**src/hw/ebid_pkg.sv**
```systemverilog
// constants, opcodes and types for the eight-bit instruction decoder
package ebid_pkg;
	localparam int PC_W       = 14;
	localparam int PAGE_W     = 4;
	localparam int LIT_LONG_W = 10;
	localparam int LIT_SHORT_W = 8;
	localparam int REG_IDX_W  = 6;
	localparam int BANK_W     = 2;
	localparam int BANK_LSB   = 6;
	localparam int INSTR_W    = 13;
	localparam int STACK_DEPTH_DEF = 8;

	localparam logic [5:0]         BANK_REG_IDX = 6'h04;
	localparam logic [INSTR_W-1:0] OP_SLEEP     = 13'h0003;
	localparam logic [INSTR_W-1:0] OP_WDT_CLEAR = 13'h0004;
	localparam logic [INSTR_W-1:0] OP_INT_EN    = 13'h0010;
	localparam logic [INSTR_W-1:0] OP_INT_DIS   = 13'h0011;
	localparam logic [INSTR_W-1:0] OP_RETURN    = 13'h0012;
	localparam logic [INSTR_W-1:0] OP_RET_INT   = 13'h0013;
	localparam logic [INSTR_W-1:0] OP_TABLE     = 13'h0020;
	localparam logic [INSTR_W-1:0] OP_CLR_ACC   = 13'h0080;
	localparam logic [INSTR_W-1:0] OP_SOFT_INT  = 13'h1E01;
	localparam logic [PC_W-1:0]    SOFT_INT_VECTOR = 14'h0001;
	localparam logic [PC_W-1:0]    PC_RESET     = 14'h0000;
	localparam logic [7:0]         ACC_RESET    = 8'h00;
	localparam logic [PAGE_W-1:0]  PAGE_RESET   = 4'h0;
	localparam logic [BANK_W-1:0]  BANK_RESET   = 2'h0;
	localparam logic               TIMEOUT_RESET   = 1'b1;
	localparam logic               POWERDOWN_RESET = 1'b1;

	typedef enum logic [3:0] {
		ALU_PASS, ALU_ADD, ALU_SUB, ALU_OR, ALU_AND, ALU_XOR, ALU_COM,
		ALU_INC, ALU_DEC, ALU_RRC, ALU_RLC, ALU_SWAP, ALU_CLR,
		ALU_BCLR, ALU_BSET
	} ebid_alu_op_t;

	typedef enum logic [2:0] {
		ST_READ, ST_EXEC, ST_IDLE_A, ST_IDLE_B, ST_SLEEP
	} ebid_state_t;
endpackage
```
**src/hw/ebid_alu_if.sv**
```systemverilog
// operand and result bundle between the decoder core and its alu
`timescale 1ns/1ps
`default_nettype none
interface ebid_alu_if;
	import ebid_pkg::*;
	logic [7:0]   a;
	logic [7:0]   r;
	logic         cin;
	ebid_alu_op_t op;
	logic [2:0]   bitSel;
	logic [7:0]   res;
	logic         cout;
	logic         dcout;
	logic         zero;
	modport core (output a, r, cin, op, bitSel,
		input res, cout, dcout, zero);
	modport alu (input a, r, cin, op, bitSel,
		output res, cout, dcout, zero);
endinterface
`default_nettype wire

```
**src/hw/ebid_alu.sv**
```systemverilog
// combinational eight-bit alu with carry, digit carry and zero
`timescale 1ns/1ps
`default_nettype none
module ebid_alu
	import ebid_pkg::*;
(
	ebid_alu_if.alu bus
);
	logic [8:0] sum;
	logic [4:0] nib;
	logic [7:0] mask;

	// borrow is reported as inverted carry, so subtract adds the complement
	always_comb
	begin
		sum = '0;
		nib = '0;
		mask = 8'h01 << bus.bitSel;
		bus.res = bus.r;
		bus.cout = bus.cin;
		bus.dcout = 1'b0;
		case (bus.op)
			ALU_ADD:
			begin
				sum = {1'b0, bus.a} + {1'b0, bus.r};
				nib = {1'b0, bus.a[3:0]} + {1'b0, bus.r[3:0]};
				bus.res = sum[7:0];
				bus.cout = sum[8];
				bus.dcout = nib[4];
			end
			ALU_SUB:
			begin
				sum = {1'b0, bus.r} + {1'b0, ~bus.a} + 9'h001;
				nib = {1'b0, bus.r[3:0]} + {1'b0, ~bus.a[3:0]} + 5'h01;
				bus.res = sum[7:0];
				bus.cout = sum[8];
				bus.dcout = nib[4];
			end
			ALU_OR:   bus.res = bus.a | bus.r;
			ALU_AND:  bus.res = bus.a & bus.r;
			ALU_XOR:  bus.res = bus.a ^ bus.r;
			ALU_COM:  bus.res = ~bus.r;
			ALU_INC:  bus.res = bus.r + 8'h01;
			ALU_DEC:  bus.res = bus.r - 8'h01;
			ALU_RRC:
			begin
				bus.res = {bus.cin, bus.r[7:1]};
				bus.cout = bus.r[0];
			end
			ALU_RLC:
			begin
				bus.res = {bus.r[6:0], bus.cin};
				bus.cout = bus.r[7];
			end
			ALU_SWAP: bus.res = {bus.r[3:0], bus.r[7:4]};
			ALU_CLR:  bus.res = 8'h00;
			ALU_BCLR: bus.res = bus.r & ~mask;
			ALU_BSET: bus.res = bus.r | mask;
			default:  bus.res = bus.r;
		endcase
		bus.zero = (bus.res == 8'h00);
	end
endmodule
`default_nettype wire

```
**src/hw/ebid_core.sv**
```systemverilog
// instruction decoder and executor of the eight-bit accumulator core
`timescale 1ns/1ps
`default_nettype none
// Function
// - set, clear, test any register bit
// - i/o data registers behave as general registers
// - 64 registers, bank from bank register bits 7:6
// - literals are 8 or 10 bits wide
// - sleep clears watchdog, stops oscillator, sets timeout flag, clears power-down flag
// - return from interrupt pops, enables interrupts
// - table jump adds accumulator, two cycles
// - rotate right through carry, carry only
// - rotate left through carry, selectable destination
// - nibble swap, no flags
// - decrement, skip on zero, no flags
// - increment, skip on zero, no flags
// - call pushes next address, jumps, two cycles
// - return with literal loads accumulator, pops
// - software interrupt pushes, jumps to one
module ebid_core
	import ebid_pkg::*;
#(
	parameter int STACK_DEPTH = STACK_DEPTH_DEF
)
(
	input  wire logic                 ref_clk,
	input  wire logic                 nrst,
	input  wire logic [INSTR_W-1:0]   progData,
	input  wire logic [7:0]           regRdata,
	input  wire logic                 wakeUp,
	output var  logic [PC_W-1:0]      pcOut,
	output var  logic [BANK_W+REG_IDX_W-1:0] regAddr,
	output var  logic                 regWe,
	output var  logic [7:0]           regWdata,
	output var  logic [7:0]           accOut,
	output var  logic [2:0]           flagsOut,
	output var  logic                 timeoutFlag,
	output var  logic                 powerDownFlag,
	output var  logic                 wdtClear,
	output var  logic                 oscStop,
	output var  logic                 globalIntEn
);
	localparam int SP_W = $clog2(STACK_DEPTH);

	ebid_alu_if aluBus ();
	ebid_alu uAlu (.bus(aluBus));

	ebid_state_t              state, next_state;
	logic [INSTR_W-1:0]       instr, next_instr;
	logic [PC_W-1:0]          pc, next_pc;
	logic [PC_W-1:0]          stack [STACK_DEPTH];
	logic [PC_W-1:0]          next_stack [STACK_DEPTH];
	logic [SP_W-1:0]          sp, next_sp;
	logic [7:0]               acc, next_acc;
	logic                     zFlag, next_zFlag;
	logic                     cFlag, next_cFlag;
	logic                     dcFlag, next_dcFlag;
	logic [PAGE_W-1:0]        page, next_page;
	logic [BANK_W-1:0]        bank, next_bank;
	logic [BANK_W+REG_IDX_W-1:0] next_regAddr;
	logic                     next_regWe;
	logic [7:0]               next_regWdata;
	logic                     next_timeout, next_powerDown;
	logic                     next_wdtClear, next_oscStop, next_intEn;
	logic [2:0]               wakeSync;
	logic                     wakeSeen, next_wakeSeen;

	// decode scratch
	logic [PC_W-1:0]          pcInc;
	logic [8:0]               tblSum;
	logic                     toReg, setZ, setCarry, setAll, bubble;
	logic                     skip, bitSkip, zSkip, push, pop, regBit;
	ebid_alu_op_t             aluOp;
	logic [7:0]               aluR;

	// wake pin crosses in from outside: three stages, act when 2 and 3 agree
	always_ff @(posedge ref_clk)
	begin
		if (!nrst)
		begin
			wakeSync <= 3'h0;
			wakeSeen <= 1'b0;
		end
		else
		begin
			wakeSync <= {wakeSync[1:0], wakeUp};
			wakeSeen <= next_wakeSeen;
		end
	end
	assign next_wakeSeen = (wakeSync[1] == wakeSync[2]) ?
		wakeSync[2] : wakeSeen;

	assign pcInc = pc + 14'h0001;
	assign tblSum = pcInc[8:0] + {1'b0, acc};
	assign regBit = regRdata[instr[8:6]];

	assign aluBus.a = acc;
	assign aluBus.r = aluR;
	assign aluBus.cin = cFlag;
	assign aluBus.op = aluOp;
	assign aluBus.bitSel = instr[8:6];

	// instruction field decode into alu op, destination and flag class
	always_comb
	begin
		aluOp = ALU_PASS;
		aluR = regRdata;
		toReg = 1'b0;
		setZ = 1'b0;
		setCarry = 1'b0;
		setAll = 1'b0;
		bubble = 1'b0;
		bitSkip = 1'b0;
		zSkip = 1'b0;
		push = 1'b0;
		pop = 1'b0;
		if (!instr[12] && !instr[11])
		begin
			toReg = instr[6];
			case (instr[10:8])
				3'h0:
				begin
					if (instr == OP_TABLE)
					begin
						aluOp = ALU_ADD;
						aluR = pcInc[7:0];
						setAll = 1'b1;
						bubble = 1'b1;
						toReg = 1'b0;
					end
					else if (instr[7:6] == 2'b01)
						aluOp = ALU_PASS;
					else if (instr[7:6] == 2'b11)
					begin
						aluOp = ALU_CLR;
						setZ = 1'b1;
					end
					else if (instr == OP_CLR_ACC)
					begin
						aluOp = ALU_CLR;
						setZ = 1'b1;
					end
					else
						toReg = 1'b0;
					if (instr[7:6] == 2'b01)
						aluR = acc;
				end
				3'h1:
				begin
					aluOp = instr[7] ? ALU_DEC : ALU_SUB;
					setAll = !instr[7];
					setZ = instr[7];
				end
				3'h2:
				begin
					aluOp = instr[7] ? ALU_AND : ALU_OR;
					setZ = 1'b1;
				end
				3'h3:
				begin
					aluOp = instr[7] ? ALU_ADD : ALU_XOR;
					setAll = instr[7];
					setZ = !instr[7];
				end
				3'h4:
				begin
					aluOp = instr[7] ? ALU_COM : ALU_PASS;
					setZ = 1'b1;
				end
				3'h5:
				begin
					aluOp = instr[7] ? ALU_DEC : ALU_INC;
					setZ = !instr[7];
					zSkip = instr[7];
				end
				3'h6:
				begin
					aluOp = instr[7] ? ALU_RLC : ALU_RRC;
					setCarry = 1'b1;
				end
				default:
				begin
					aluOp = instr[7] ? ALU_INC : ALU_SWAP;
					zSkip = instr[7];
				end
			endcase
		end
		else if (!instr[12])
		begin
			toReg = !instr[10];
			// a bit test only reads, so the accumulator must not see it
			if (!instr[10])
				aluOp = instr[9] ? ALU_BSET : ALU_BCLR;
			bitSkip = instr[10] && (regBit == instr[9]);
		end
		else if (!instr[11])
		begin
			bubble = 1'b1;
			push = !instr[10];
		end
		else
		begin
			aluR = instr[7:0];
			case (instr[10:8])
				3'h1: aluOp = ALU_OR;
				3'h2: aluOp = ALU_AND;
				3'h3: aluOp = ALU_XOR;
				3'h5: aluOp = ALU_SUB;
				3'h7: aluOp = ALU_ADD;
				default: aluOp = ALU_PASS;
			endcase
			// software interrupt and page select leave the flags alone
			setZ = (instr[10:8] != 3'h0) && (instr[10:8] != 3'h4) &&
				(instr[10:8] != 3'h6);
			setAll = (instr[10:8] == 3'h5) || (instr[10:8] == 3'h7);
			pop = (instr[10:8] == 3'h4);
			bubble = pop;
			push = (instr == OP_SOFT_INT);
		end
		if (instr == OP_RETURN || instr == OP_RET_INT)
		begin
			pop = 1'b1;
			bubble = 1'b1;
		end
	end

	// zero skips are resolved after the alu, outside the decode process,
	// so no combinational loop runs back through it
	assign skip = bitSkip || (zSkip && aluBus.zero);

	// sequencing: read phase, execute phase, optional idle instruction cycle
	always_comb
	begin
		next_state = state;
		next_instr = instr;
		next_pc = pc;
		next_stack = stack;
		next_sp = sp;
		next_acc = acc;
		next_zFlag = zFlag;
		next_cFlag = cFlag;
		next_dcFlag = dcFlag;
		next_page = page;
		next_bank = bank;
		next_regAddr = regAddr;
		next_regWe = 1'b0;
		next_regWdata = regWdata;
		next_timeout = timeoutFlag;
		next_powerDown = powerDownFlag;
		next_wdtClear = 1'b0;
		next_oscStop = oscStop;
		next_intEn = globalIntEn;
		case (state)
			ST_READ:
			begin
				next_instr = progData;
				next_regAddr = {bank, progData[5:0]};
				next_state = ST_EXEC;
			end
			ST_EXEC:
			begin
				next_state = (bubble || skip) ? ST_IDLE_A : ST_READ;
				next_pc = skip ? pc + 14'h0002 : pcInc;
				if (toReg)
				begin
					next_regWe = 1'b1;
					next_regWdata = aluBus.res;
					if (regAddr[REG_IDX_W-1:0] == BANK_REG_IDX)
						next_bank = aluBus.res[BANK_LSB+BANK_W-1:BANK_LSB];
				end
				else if (aluOp != ALU_PASS || instr[12:8] == 5'h04 ||
					(instr[12:11] == 2'b11 && instr[10:8] != 3'h6))
					next_acc = aluBus.res;
				if (setZ || setAll)
					next_zFlag = aluBus.zero;
				if (setAll || setCarry)
					next_cFlag = aluBus.cout;
				if (setAll)
					next_dcFlag = aluBus.dcout;
				if (instr == OP_TABLE)
				begin
					next_acc = acc;
					next_pc = {pcInc[PC_W-1:9], tblSum};
				end
				if (push)
				begin
					next_stack[sp] = pcInc;
					next_sp = sp + SP_W'(1);
				end
				if (pop)
				begin
					next_sp = sp - SP_W'(1);
					next_pc = stack[sp - SP_W'(1)];
				end
				if (instr[12:11] == 2'b10)
					next_pc = {page, instr[LIT_LONG_W-1:0]};
				if (instr == OP_SOFT_INT)
					next_pc = SOFT_INT_VECTOR;
				if (instr[12:4] == 9'h1E8)
					next_page = instr[3:0];
				if (instr == OP_INT_EN || instr == OP_RET_INT)
					next_intEn = 1'b1;
				if (instr == OP_INT_DIS)
					next_intEn = 1'b0;
				if (instr == OP_WDT_CLEAR)
				begin
					next_wdtClear = 1'b1;
					next_timeout = 1'b1;
					next_powerDown = 1'b1;
				end
				if (instr == OP_SLEEP)
				begin
					next_wdtClear = 1'b1;
					next_oscStop = 1'b1;
					next_timeout = 1'b1;
					next_powerDown = 1'b0;
					next_state = ST_SLEEP;
				end
			end
			ST_IDLE_A: next_state = ST_IDLE_B;
			ST_IDLE_B: next_state = ST_READ;
			default:
			begin
				// only the filtered wake level may restart the core
				if (wakeSeen)
				begin
					next_oscStop = 1'b0;
					next_state = ST_READ;
				end
			end
		endcase
	end

	// state registers; stack contents need no reset, pointer does
	always_ff @(posedge ref_clk)
	begin
		stack <= next_stack;
		if (!nrst)
		begin
			state <= ST_READ;
			instr <= '0;
			pc <= PC_RESET;
			sp <= '0;
			acc <= ACC_RESET;
			zFlag <= 1'b0;
			cFlag <= 1'b0;
			dcFlag <= 1'b0;
			page <= PAGE_RESET;
			bank <= BANK_RESET;
			regAddr <= '0;
			regWe <= 1'b0;
			regWdata <= 8'h00;
			timeoutFlag <= TIMEOUT_RESET;
			powerDownFlag <= POWERDOWN_RESET;
			wdtClear <= 1'b0;
			oscStop <= 1'b0;
			globalIntEn <= 1'b0;
		end
		else
		begin
			state <= next_state;
			instr <= next_instr;
			pc <= next_pc;
			sp <= next_sp;
			acc <= next_acc;
			zFlag <= next_zFlag;
			cFlag <= next_cFlag;
			dcFlag <= next_dcFlag;
			page <= next_page;
			bank <= next_bank;
			regAddr <= next_regAddr;
			regWe <= next_regWe;
			regWdata <= next_regWdata;
			timeoutFlag <= next_timeout;
			powerDownFlag <= next_powerDown;
			wdtClear <= next_wdtClear;
			oscStop <= next_oscStop;
			globalIntEn <= next_intEn;
		end
	end

	assign pcOut = pc;
	assign accOut = acc;
	assign flagsOut = {zFlag, dcFlag, cFlag};
endmodule
`default_nettype wire

```
**config.mk**
```make
export PLATFORM = sky130hd
export DESIGN_NAME = ebid_core
export DESIGN_NICKNAME = d
export VERILOG_FILES = /design/src/hw/ebid_pkg.sv /design/src/hw/ebid_alu_if.sv /design/src/hw/ebid_alu.sv /design/src/hw/ebid_core.sv
export SDC_FILE = /design/constraint.sdc
export NUM_CORES = 1
export LEC_CHECK = 0
export ABC_CLOCK_PERIOD_IN_PS = 8800
export CAP_MARGIN = 20
export CORE_MARGIN = 2
export CORE_UTILIZATION = 55
export CTS_CLUSTER_SIZE = 25
export DETAILED_ROUTE_END_ITERATION = 16
export DONT_BUFFER_PORTS = 1
export PLACE_DENSITY = 0.7
export SYNTH_ARGS = -nofsm -noshare
export SYNTH_HDL_FRONTEND = slang
export SYNTH_SLANG_ARGS = --single-unit
export TNS_END_PERCENT = 50
```
**constraint.sdc**
```tcl
create_clock -name ref_clk -period 8.8 [get_ports ref_clk]
set_input_delay 0 -clock ref_clk [delete_from_list [all_inputs] [get_ports ref_clk]]
set_output_delay 0 -clock ref_clk [all_outputs]
set_load 0.02 [all_outputs]
```
Word level (Yosys, flattened, before mapping)
Index checks and enable logic that the tools add are counted.
- register bits after elaboration: 188
- latch bits: 0
- bits in writable memories: 0
- memory bits (read-only): 0
- bits of input ports: 24
- memories kept: 0
- $add $sub $neg: 13
- multiply operators: 0
- div/mod/pow operators: 0
- order comparisons: 4
- eq/ne operators: 45
- shift operators: 1
- muxes and demuxes: 95
- bitwise logic cells: 14
- reduce and logical (&&, ||, !) cells: 48
- operators with widths (operator ; count):
    112-bit bitwise mux ; 1
    14-bit two-way mux ; 8
    8-bit one-hot mux with 14 select lines ; 1
    13-bit by 5-bit == test with 1-bit output, second input constant ; 4
    8-bit two-way mux ; 6
    1-bit two-way mux ; 47
    14-bit binary-select mux with 3-bit select ; 1
    14-bit demux with 3-bit select ; 1
    4-bit two-way mux ; 10
    4-bit == test, second input constant ; 7
    4-bit one-hot mux with 7 select lines ; 1
    3-bit two-way mux ; 8
    8-bit NOT ; 3
    8-bit by 8-bit adder with 9-bit output ; 2
    2-bit AND reduction ; 9
    8-bit AND ; 2
    4-bit by 3-bit == test with 1-bit output, second input constant ; 4
    8-bit OR ; 2
    3-bit one-hot mux with 5 select lines ; 1
    14-bit by 1-bit adder with 14-bit output, second input constant ; 1
    14-bit by 2-bit adder with 14-bit output, second input constant ; 1
    13-bit == test, second input constant ; 1
    13-bit by 2-bit == test with 1-bit output, second input constant ; 1
    13-bit by 3-bit == test with 1-bit output, second input constant ; 1
    other kinds (51) ; 97

Depth between registers and ports, before layout
Gate-level depths: netlist of the first run.
- word-level depth: 17
- mapped depth: 23
- depth with buffers taken out: 20

Cells and area by module
A second synthesis of the first run with hierarchy kept.
- cell total of the unflattened synthesis: 1185
- area, all modules: 11270.8 um2
- by module, submodules not included (module ; instances ; cells an instance ; area an instance (um2)):
    ebid_core ; 1 ; 833 ; 9053.7
    ebid_alu ; 1 ; 352 ; 2217.1

Worst setup path before layout of the first run
Ideal clock, no wire load.
- kind: register to register
- start: register instr[8]
- end: register pc[12] (netlist: pcOut[12])
- setup time: 0.122 ns
- arrival time: 5.143 ns
- setup slack: 3.535 ns
- stages on the path, launching flop included: 20
- buffers on the path: 1
- period minus slack after synthesis: 5.265 ns
- path through: dfxtp_1 > clkbuf_1 > nor4_1 > nand4_1 > o22a_1 > o211ai_1 > inv_1 > ha_1 > a21oi_1 > o21ai_0 > a21o_1 > a221oi_1 > xnor2_1 > mux2_2 > nor4b_2 > a21oi_1 > o21a_2 > o31ai_4 > mux2_4 > a311o_1
- word-level cells in the longest chain between the ends: 17
- elaborated cells between the ends (all ways): 76
- RTL lines (item ; RTL line ; RTL):
    start: declaration ; ebid_core.sv:49 ; logic [INSTR_W-1:0] instr, next_instr;
    start signal: assignment ; ebid_core.sv:362 ; instr <= next_instr;
    parallel branches: the longest is 16 deep, another holds 8-bit by 8-bit adder with 9-bit output ; -- ;
    14-bit two-way mux * ; ebid_core.sv:297 ; if (instr == OP_SOFT_INT)
    end signal: assignment ; ebid_core.sv:363 ; pc <= next_pc;
    end: declaration ; ebid_core.sv:50 ; logic [PC_W-1:0] pc, next_pc;
Every way passes the cells marked *. The select of a mux whose other input is x is not followed.
A chain may end at the register's enable or synchronous reset.

Final worst setup path of the first run
- start: register instr[11]
- end: register pc[12] (netlist: pcOut[12])
The elaborated chain is that of the path after synthesis.

==> results.cfg, run 1 <==
[run_status]
status = complete, no violations

[routing]
wl_per_cell_um = 24.5
num_vias = 9629
first_iter_violations = 1359
vias_per_cell = 6.79
drc = 0
ant_nets = 0
totalWireLength_um = 34800
drtPass1Iterations = 8

[sta]
hold_violations = 0
fin_skew_ns = 0.0177
drv_slew = 0
period_needed_ns = 6.80
fin_crit_sh = 0.772
tightest_slew_ns = 1.08
whs_ns = 0.0710
setup_viol = 0
tns_ns = 0
max_slew_margin = 0.273
rsz0062_at_grt = false
max_freq_ghz = 0.147

[global_route]
grt_pass1_wl_um = 53500
grtUsageTotal = 0.320
grt_use_met1 = 0.429
overflow = 0
top_usage_layer = met2
grt_use_met3 = 0.0540
gr-usage-met2 = 0.522
grt_max_degree = 39
grt_pass1_vias = 9025
antenna_found_initial = 0

[place]
portBuffers = 0
placed_area_mm2 = 0.0115
dp.final_hpwl_um = 24700
gp_congestion = 1.03

[clock_tree]
cts_setup_buffers = 0
clk_pin_slew_ns = 0.08
htree_num_levels = 4
clock_latency_ns = 0.44
clock_path_buffers = 2
cts_sinks = 181
numCtsBuffers = 17
root_buffer = clkbuf_16
ctsResizeCount = 0
postCtsHoldBufs = 18
cts_tree = done

[final_layout]
postLayoutCellArea_mm2 = 0.0124
syn_to_final_growth_pct = 8.64
fin_nets = 1198
layout_common_cells = 112 x edfxtp_1, 111 x nand2_1, 106 x nor2_1, 68 x dfxtp_1, 61 x a21oi_1
diodes = 0
final_util = 0.609
drive_gt1_frac = 0.120
final_common_cell = edfxtp_1

[synthesis]
yosysUniqueCellTypes = 95
syn_inst = 1159
ys.flop_type = edfxtp_1
ys_warn_count = 0
yosysSeqAreaShare = 0.417
yosysTopAreaCellShare = 0.296
synth_area_leaders = edfxtp_1 30%, dfxtp_1 12%, mux4_2 5.9%
synth_top_cell_by_area = edfxtp_1
syn_avg_cell_area_um2 = 9.82
synth_edf_count = 112
syn_area_mm2 = 0.0114
synth_seq_cells = 181
synthArstFlopShare = 0
syn-num-nets = 1221

[hold_path]
hp-start = nrst
hold_class = primary input to flip-flop
hold_end = pcOut[4]
worstHoldPathCells = 2

[critical_path]
cp-end-kind = flip-flop
path_buf_inv = 1
ff2ff_path_depth = 18
critical_path.top_delay_family = compound AO/OA/AOI/OAI gates
cp.required_ns = 9.13
crit_slowest_cell = dfxtp_1
critPathArrivalTime_ns = 7.13
crit_path_cell_trace = nand2_1 -> mux2_2 -> o22a_1 -> o211ai_1 -> inv_1 -> ha_1 -> a21oi_1 -> o21ai_0 -> a21o_1 -> a221oi_1 -> xnor2_1 -> mux2_2 -> nor4b_2 -> a21oi_1 -> o21a_2 -> o31ai_4 -> mux2_4 -> a311o_1
crit_type = flip-flop to flip-flop
r2r-start = instr[11]
r2r_slack_ns = 2.00
cp-start-kind = flip-flop
crit_path_max_fanout = 30
slowest_delay_ns = 0.93
r2r_end = pcOut[12]

[job]
drv_cap = 0

[floorplanning]
coreArea_mm2 = 0.0203
start_util = 0.561
rows = 52
io_pins = 71
die_h_um = 148
die-area_mm2 = 0.0219
die_w_um = 148

[power_and_ir_drop]
p_leak_nw = 4.32
ir_worst_vdd_v = 0.000139
power_density_mw_per_mm2 = 189
==> flip-flops by register name, summed over array words and instances (netlist names), 2 cells and up <==
register / flops
stack: 112
page: 4
instr: 7
pcOut: 14
regAddr: 8
bank: 2
sp: 3
state: 3
regWdata: 8
accOut: 8
wakeSync: 3
==> layer usage <==
metal / up-vias / share of wire
met2: 612 / 0.47
met1: 4589 / 0.39
met4: 0 / 0.039
li1: 4319 / -
met3: 109 / 0.098
met5: - / 0
==> kinds of logic after synthesis <==
| logic type | Yosys count | share of synthesized area |
|---|---|---|
| muxes | 69 | 0.0953 |
| and+or+nand+nor | 398 | 0.175 |
| DFF | 181 | 0.417 |
| buffers and inverters | 127 | 0.0487 |
| other | 1 | 0.000330 |
| adders and majority gates | 38 | 0.0444 |
| AOI/OAI and AO/OA | 307 | 0.190 |
| xor gates and xnor gates | 38 | 0.0293 |
==> area by class of cell <==
type | instances | area (um^2)
fillers | 1708 | 7940
multi-input cells | 851 | 6100
flip-flops and latches | 181 | 4750
clock buffers | 17 | 425
repair buffers | 48 | 415
well taps | 270 | 338
clock inverters | 15 | 198
inverters | 37 | 139
==> worst max path at each step <==
stage | end | cells after the start | from
2_1_floorplan | pcOut[12] | 19 | instr[8]
3_3_place_gp | pcOut[12] | 18 | instr[12]
3_5_place_dp | pcOut[12] | 18 | instr[12]
4_1_cts | pcOut[12] | 18 | instr[12]
5_1_grt | pcOut[12] | 18 | instr[11]
6_report | pcOut[12] | 18 | instr[11]
==> cells in the mapped netlist, drive strengths merged (27+ instances only) <==
cell type,instances
inv,36
clkbuf,56
nor2,109
nand3,28
ha,34
mux4,30
edfxtp,112
dfxtp,69
buf,34
mux2i,27
o21ai,67
a21oi,61
nand2,112
==> power breakdown <==
group / internal, W / total (W) / switching [W]
combinational: 0.000207 / 0.000583 / 0.000376
clock: 0.000413 / 0.000780 / 0.000367
sequential: 0.000916 / 0.000974 / 0.0000586
==> metrics by stage <==
stage,total power (W),setup WS [ns],instances
floorplan,0.00139,3.53,1159
global placement,0.00155,2.35,1368
detailed placement,0.00154,2.25,1368
CTS,0.00233,2.22,1418
global route,0.00243,1.62,1419
finish,0.00234,2.00,1419
(Power assumes the default switching activity.)
==> run 2, diff against run 1 <==
Settings changed: ABC_CLOCK_PERIOD_IN_PS 8800 to 5700, PLACE_DENSITY 0.7 to 0.73.
Clock period 8.8 ns to 5.7 ns, I/O delays scaled along.
==> results.cfg, run 2 (synthesis gave the netlist of run 1 again) <==
[clock_tree]
htree_num_levels = 4
cts_tree = done
numCtsBuffers = 17
clock_latency_ns = 0.45
clock_path_buffers = 2
root_buffer = clkbuf_16
clk_pin_slew_ns = 0.08
cts_sinks = 181

[final_layout]
syn_to_final_growth_pct = 13.4
postLayoutCellArea_mm2 = 0.0129
final_util = 0.636
top_register = stack
drive_gt1_frac = 0.169
diodes = 0
largest_register_ffs = 112
layout_common_cells = 112 x edfxtp_1, 111 x nand2_1, 105 x nor2_1, 91 x buf_4, 66 x dfxtp_1
fin_nets = 1262
final_common_cell = edfxtp_1

[floorplanning]
die-area_mm2 = 0.0219
io_pins = 71
die_w_um = 148
die_h_um = 148
rows = 52
coreArea_mm2 = 0.0203
start_util = 0.561

[critical_path]
crit_path_max_fanout = 11
cp-end-kind = flip-flop
cp.required_ns = 6.10
critPathArrivalTime_ns = 5.86
ff2ff_path_depth = 19
r2r_end = pcOut[5]
r2r_slack_ns = 0.24
cp-start-kind = flip-flop
crit_type = flip-flop to flip-flop
r2r-start = regAddr[0]

[hold_path]
worstHoldPathCells = 2
hp-start = nrst
hold_class = primary input to flip-flop
hold_end = wakeSeen

[place]
dp.final_hpwl_um = 26900
placed_area_mm2 = 0.0120
gp_congestion = 1.05
portBuffers = 0

[sta]
tns_ns = 0
fin_skew_ns = 0.0255
rsz0062_at_grt = false
hold_violations = 0
setup_viol = 0
max_freq_ghz = 0.183
max_slew_margin = 0.142
period_needed_ns = 5.46
drv_slew = 0
fin_crit_sh = 0.958
tightest_slew_ns = 1.28

[global_route]
grt_pass1_wl_um = 57400
grt_pass1_vias = 9453
grtUsageTotal = 0.350
antenna_found_initial = 0
overflow = 0
grt_max_degree = 39

[run_status]
status = complete, no violations

[routing]
num_vias = 9907
totalWireLength_um = 37900
drc = 0
first_iter_violations = 1399
drtPass1Iterations = 6
vias_per_cell = 6.68
ant_nets = 0
wl_per_cell_um = 25.5

[job]
drv_cap = 0

[power_and_ir_drop]
power_density_mw_per_mm2 = 291
p_leak_nw = 4.64
ir_worst_vdd_v = 0.000202
run 2: power by group:
part / switching (W) / internal (W) / total (W)
Sequential: 0.0000457 / 0.00141 / 0.00146
Clock: 0.000610 / 0.000629 / 0.00124
Combinational: 0.000661 / 0.000396 / 0.00106
run 2: final cells by class:
| type | instances | area (um^2) |
|---|---|---|
| fill | 1651 | 7390 |
| multi-input combinational | 851 | 6110 |
| sequential | 181 | 4750 |
| timing repair buffer | 112 | 930 |
| clock buffer | 18 | 450 |
| tap | 270 | 338 |
| clock inverter | 14 | 189 |
| inverter | 37 | 139 |
run 2: timing repair:
item	in CTS	in global routing
gates resized for setup	0	3
hold buffers	17	0
hold endpoints to repair	44	0
buffers inserted	0	2
setup endpoints to repair	0	10
run 2: worst max-delay path, stage by stage, from the launching register on:
cell and delay, ns:
dfxtp_1 0.31, or4b_1 0.67, or4_4 0.62, o211ai_4 0.13, nor2_4 0.11, ha_1 0.38
a21oi_1 0.18, o21ai_0 0.11, a21o_1 0.18, a221oi_1 0.32, xnor2_1 0.17, mux2_2 0.38
nor4b_2 0.27, a21oi_1 0.08, o21a_2 0.23, buf_4 0.17, o311a_1 0.48, or3_1 0.35
a31o_1 0.21, nand2_1 0.05
run 2: through the flow:
step	hold slack (ns)	power, W	setup slack (ns)	std cells
after floorplan	0.127	0.00215	0.435	1159
final	0.112	0.00376	0.240	1483
after detailed placement	0.0945	0.00249	0.216	1430
after global placement	0.0844	0.00249	0.284	1430
after CTS	0.0993	0.00373	0.185	1479
after global routing	0.127	0.00387	0.0252	1483
run 2: per-layer routing:
metal	up-vias	global-route usage	part of all wire
li1	4432	-	-
met1	4759	0.440	0.38
met2	604	0.591	0.48
met3	112	0.0698	0.098
met4	0	0.148	0.039
met5	-	0	0
run 2: how the worst max path moves through the flow:
stage	from	cells past startpoint	end
detailed placement	regAddr[0]	19	pcOut[12]
floorplan	instr[8]	19	pcOut[12]
finish	regAddr[0]	19	pcOut[5]
global route	instr[9]	20	pcOut[7]
CTS	regAddr[0]	19	pcOut[12]
global placement	instr[9]	19	pcOut[12]
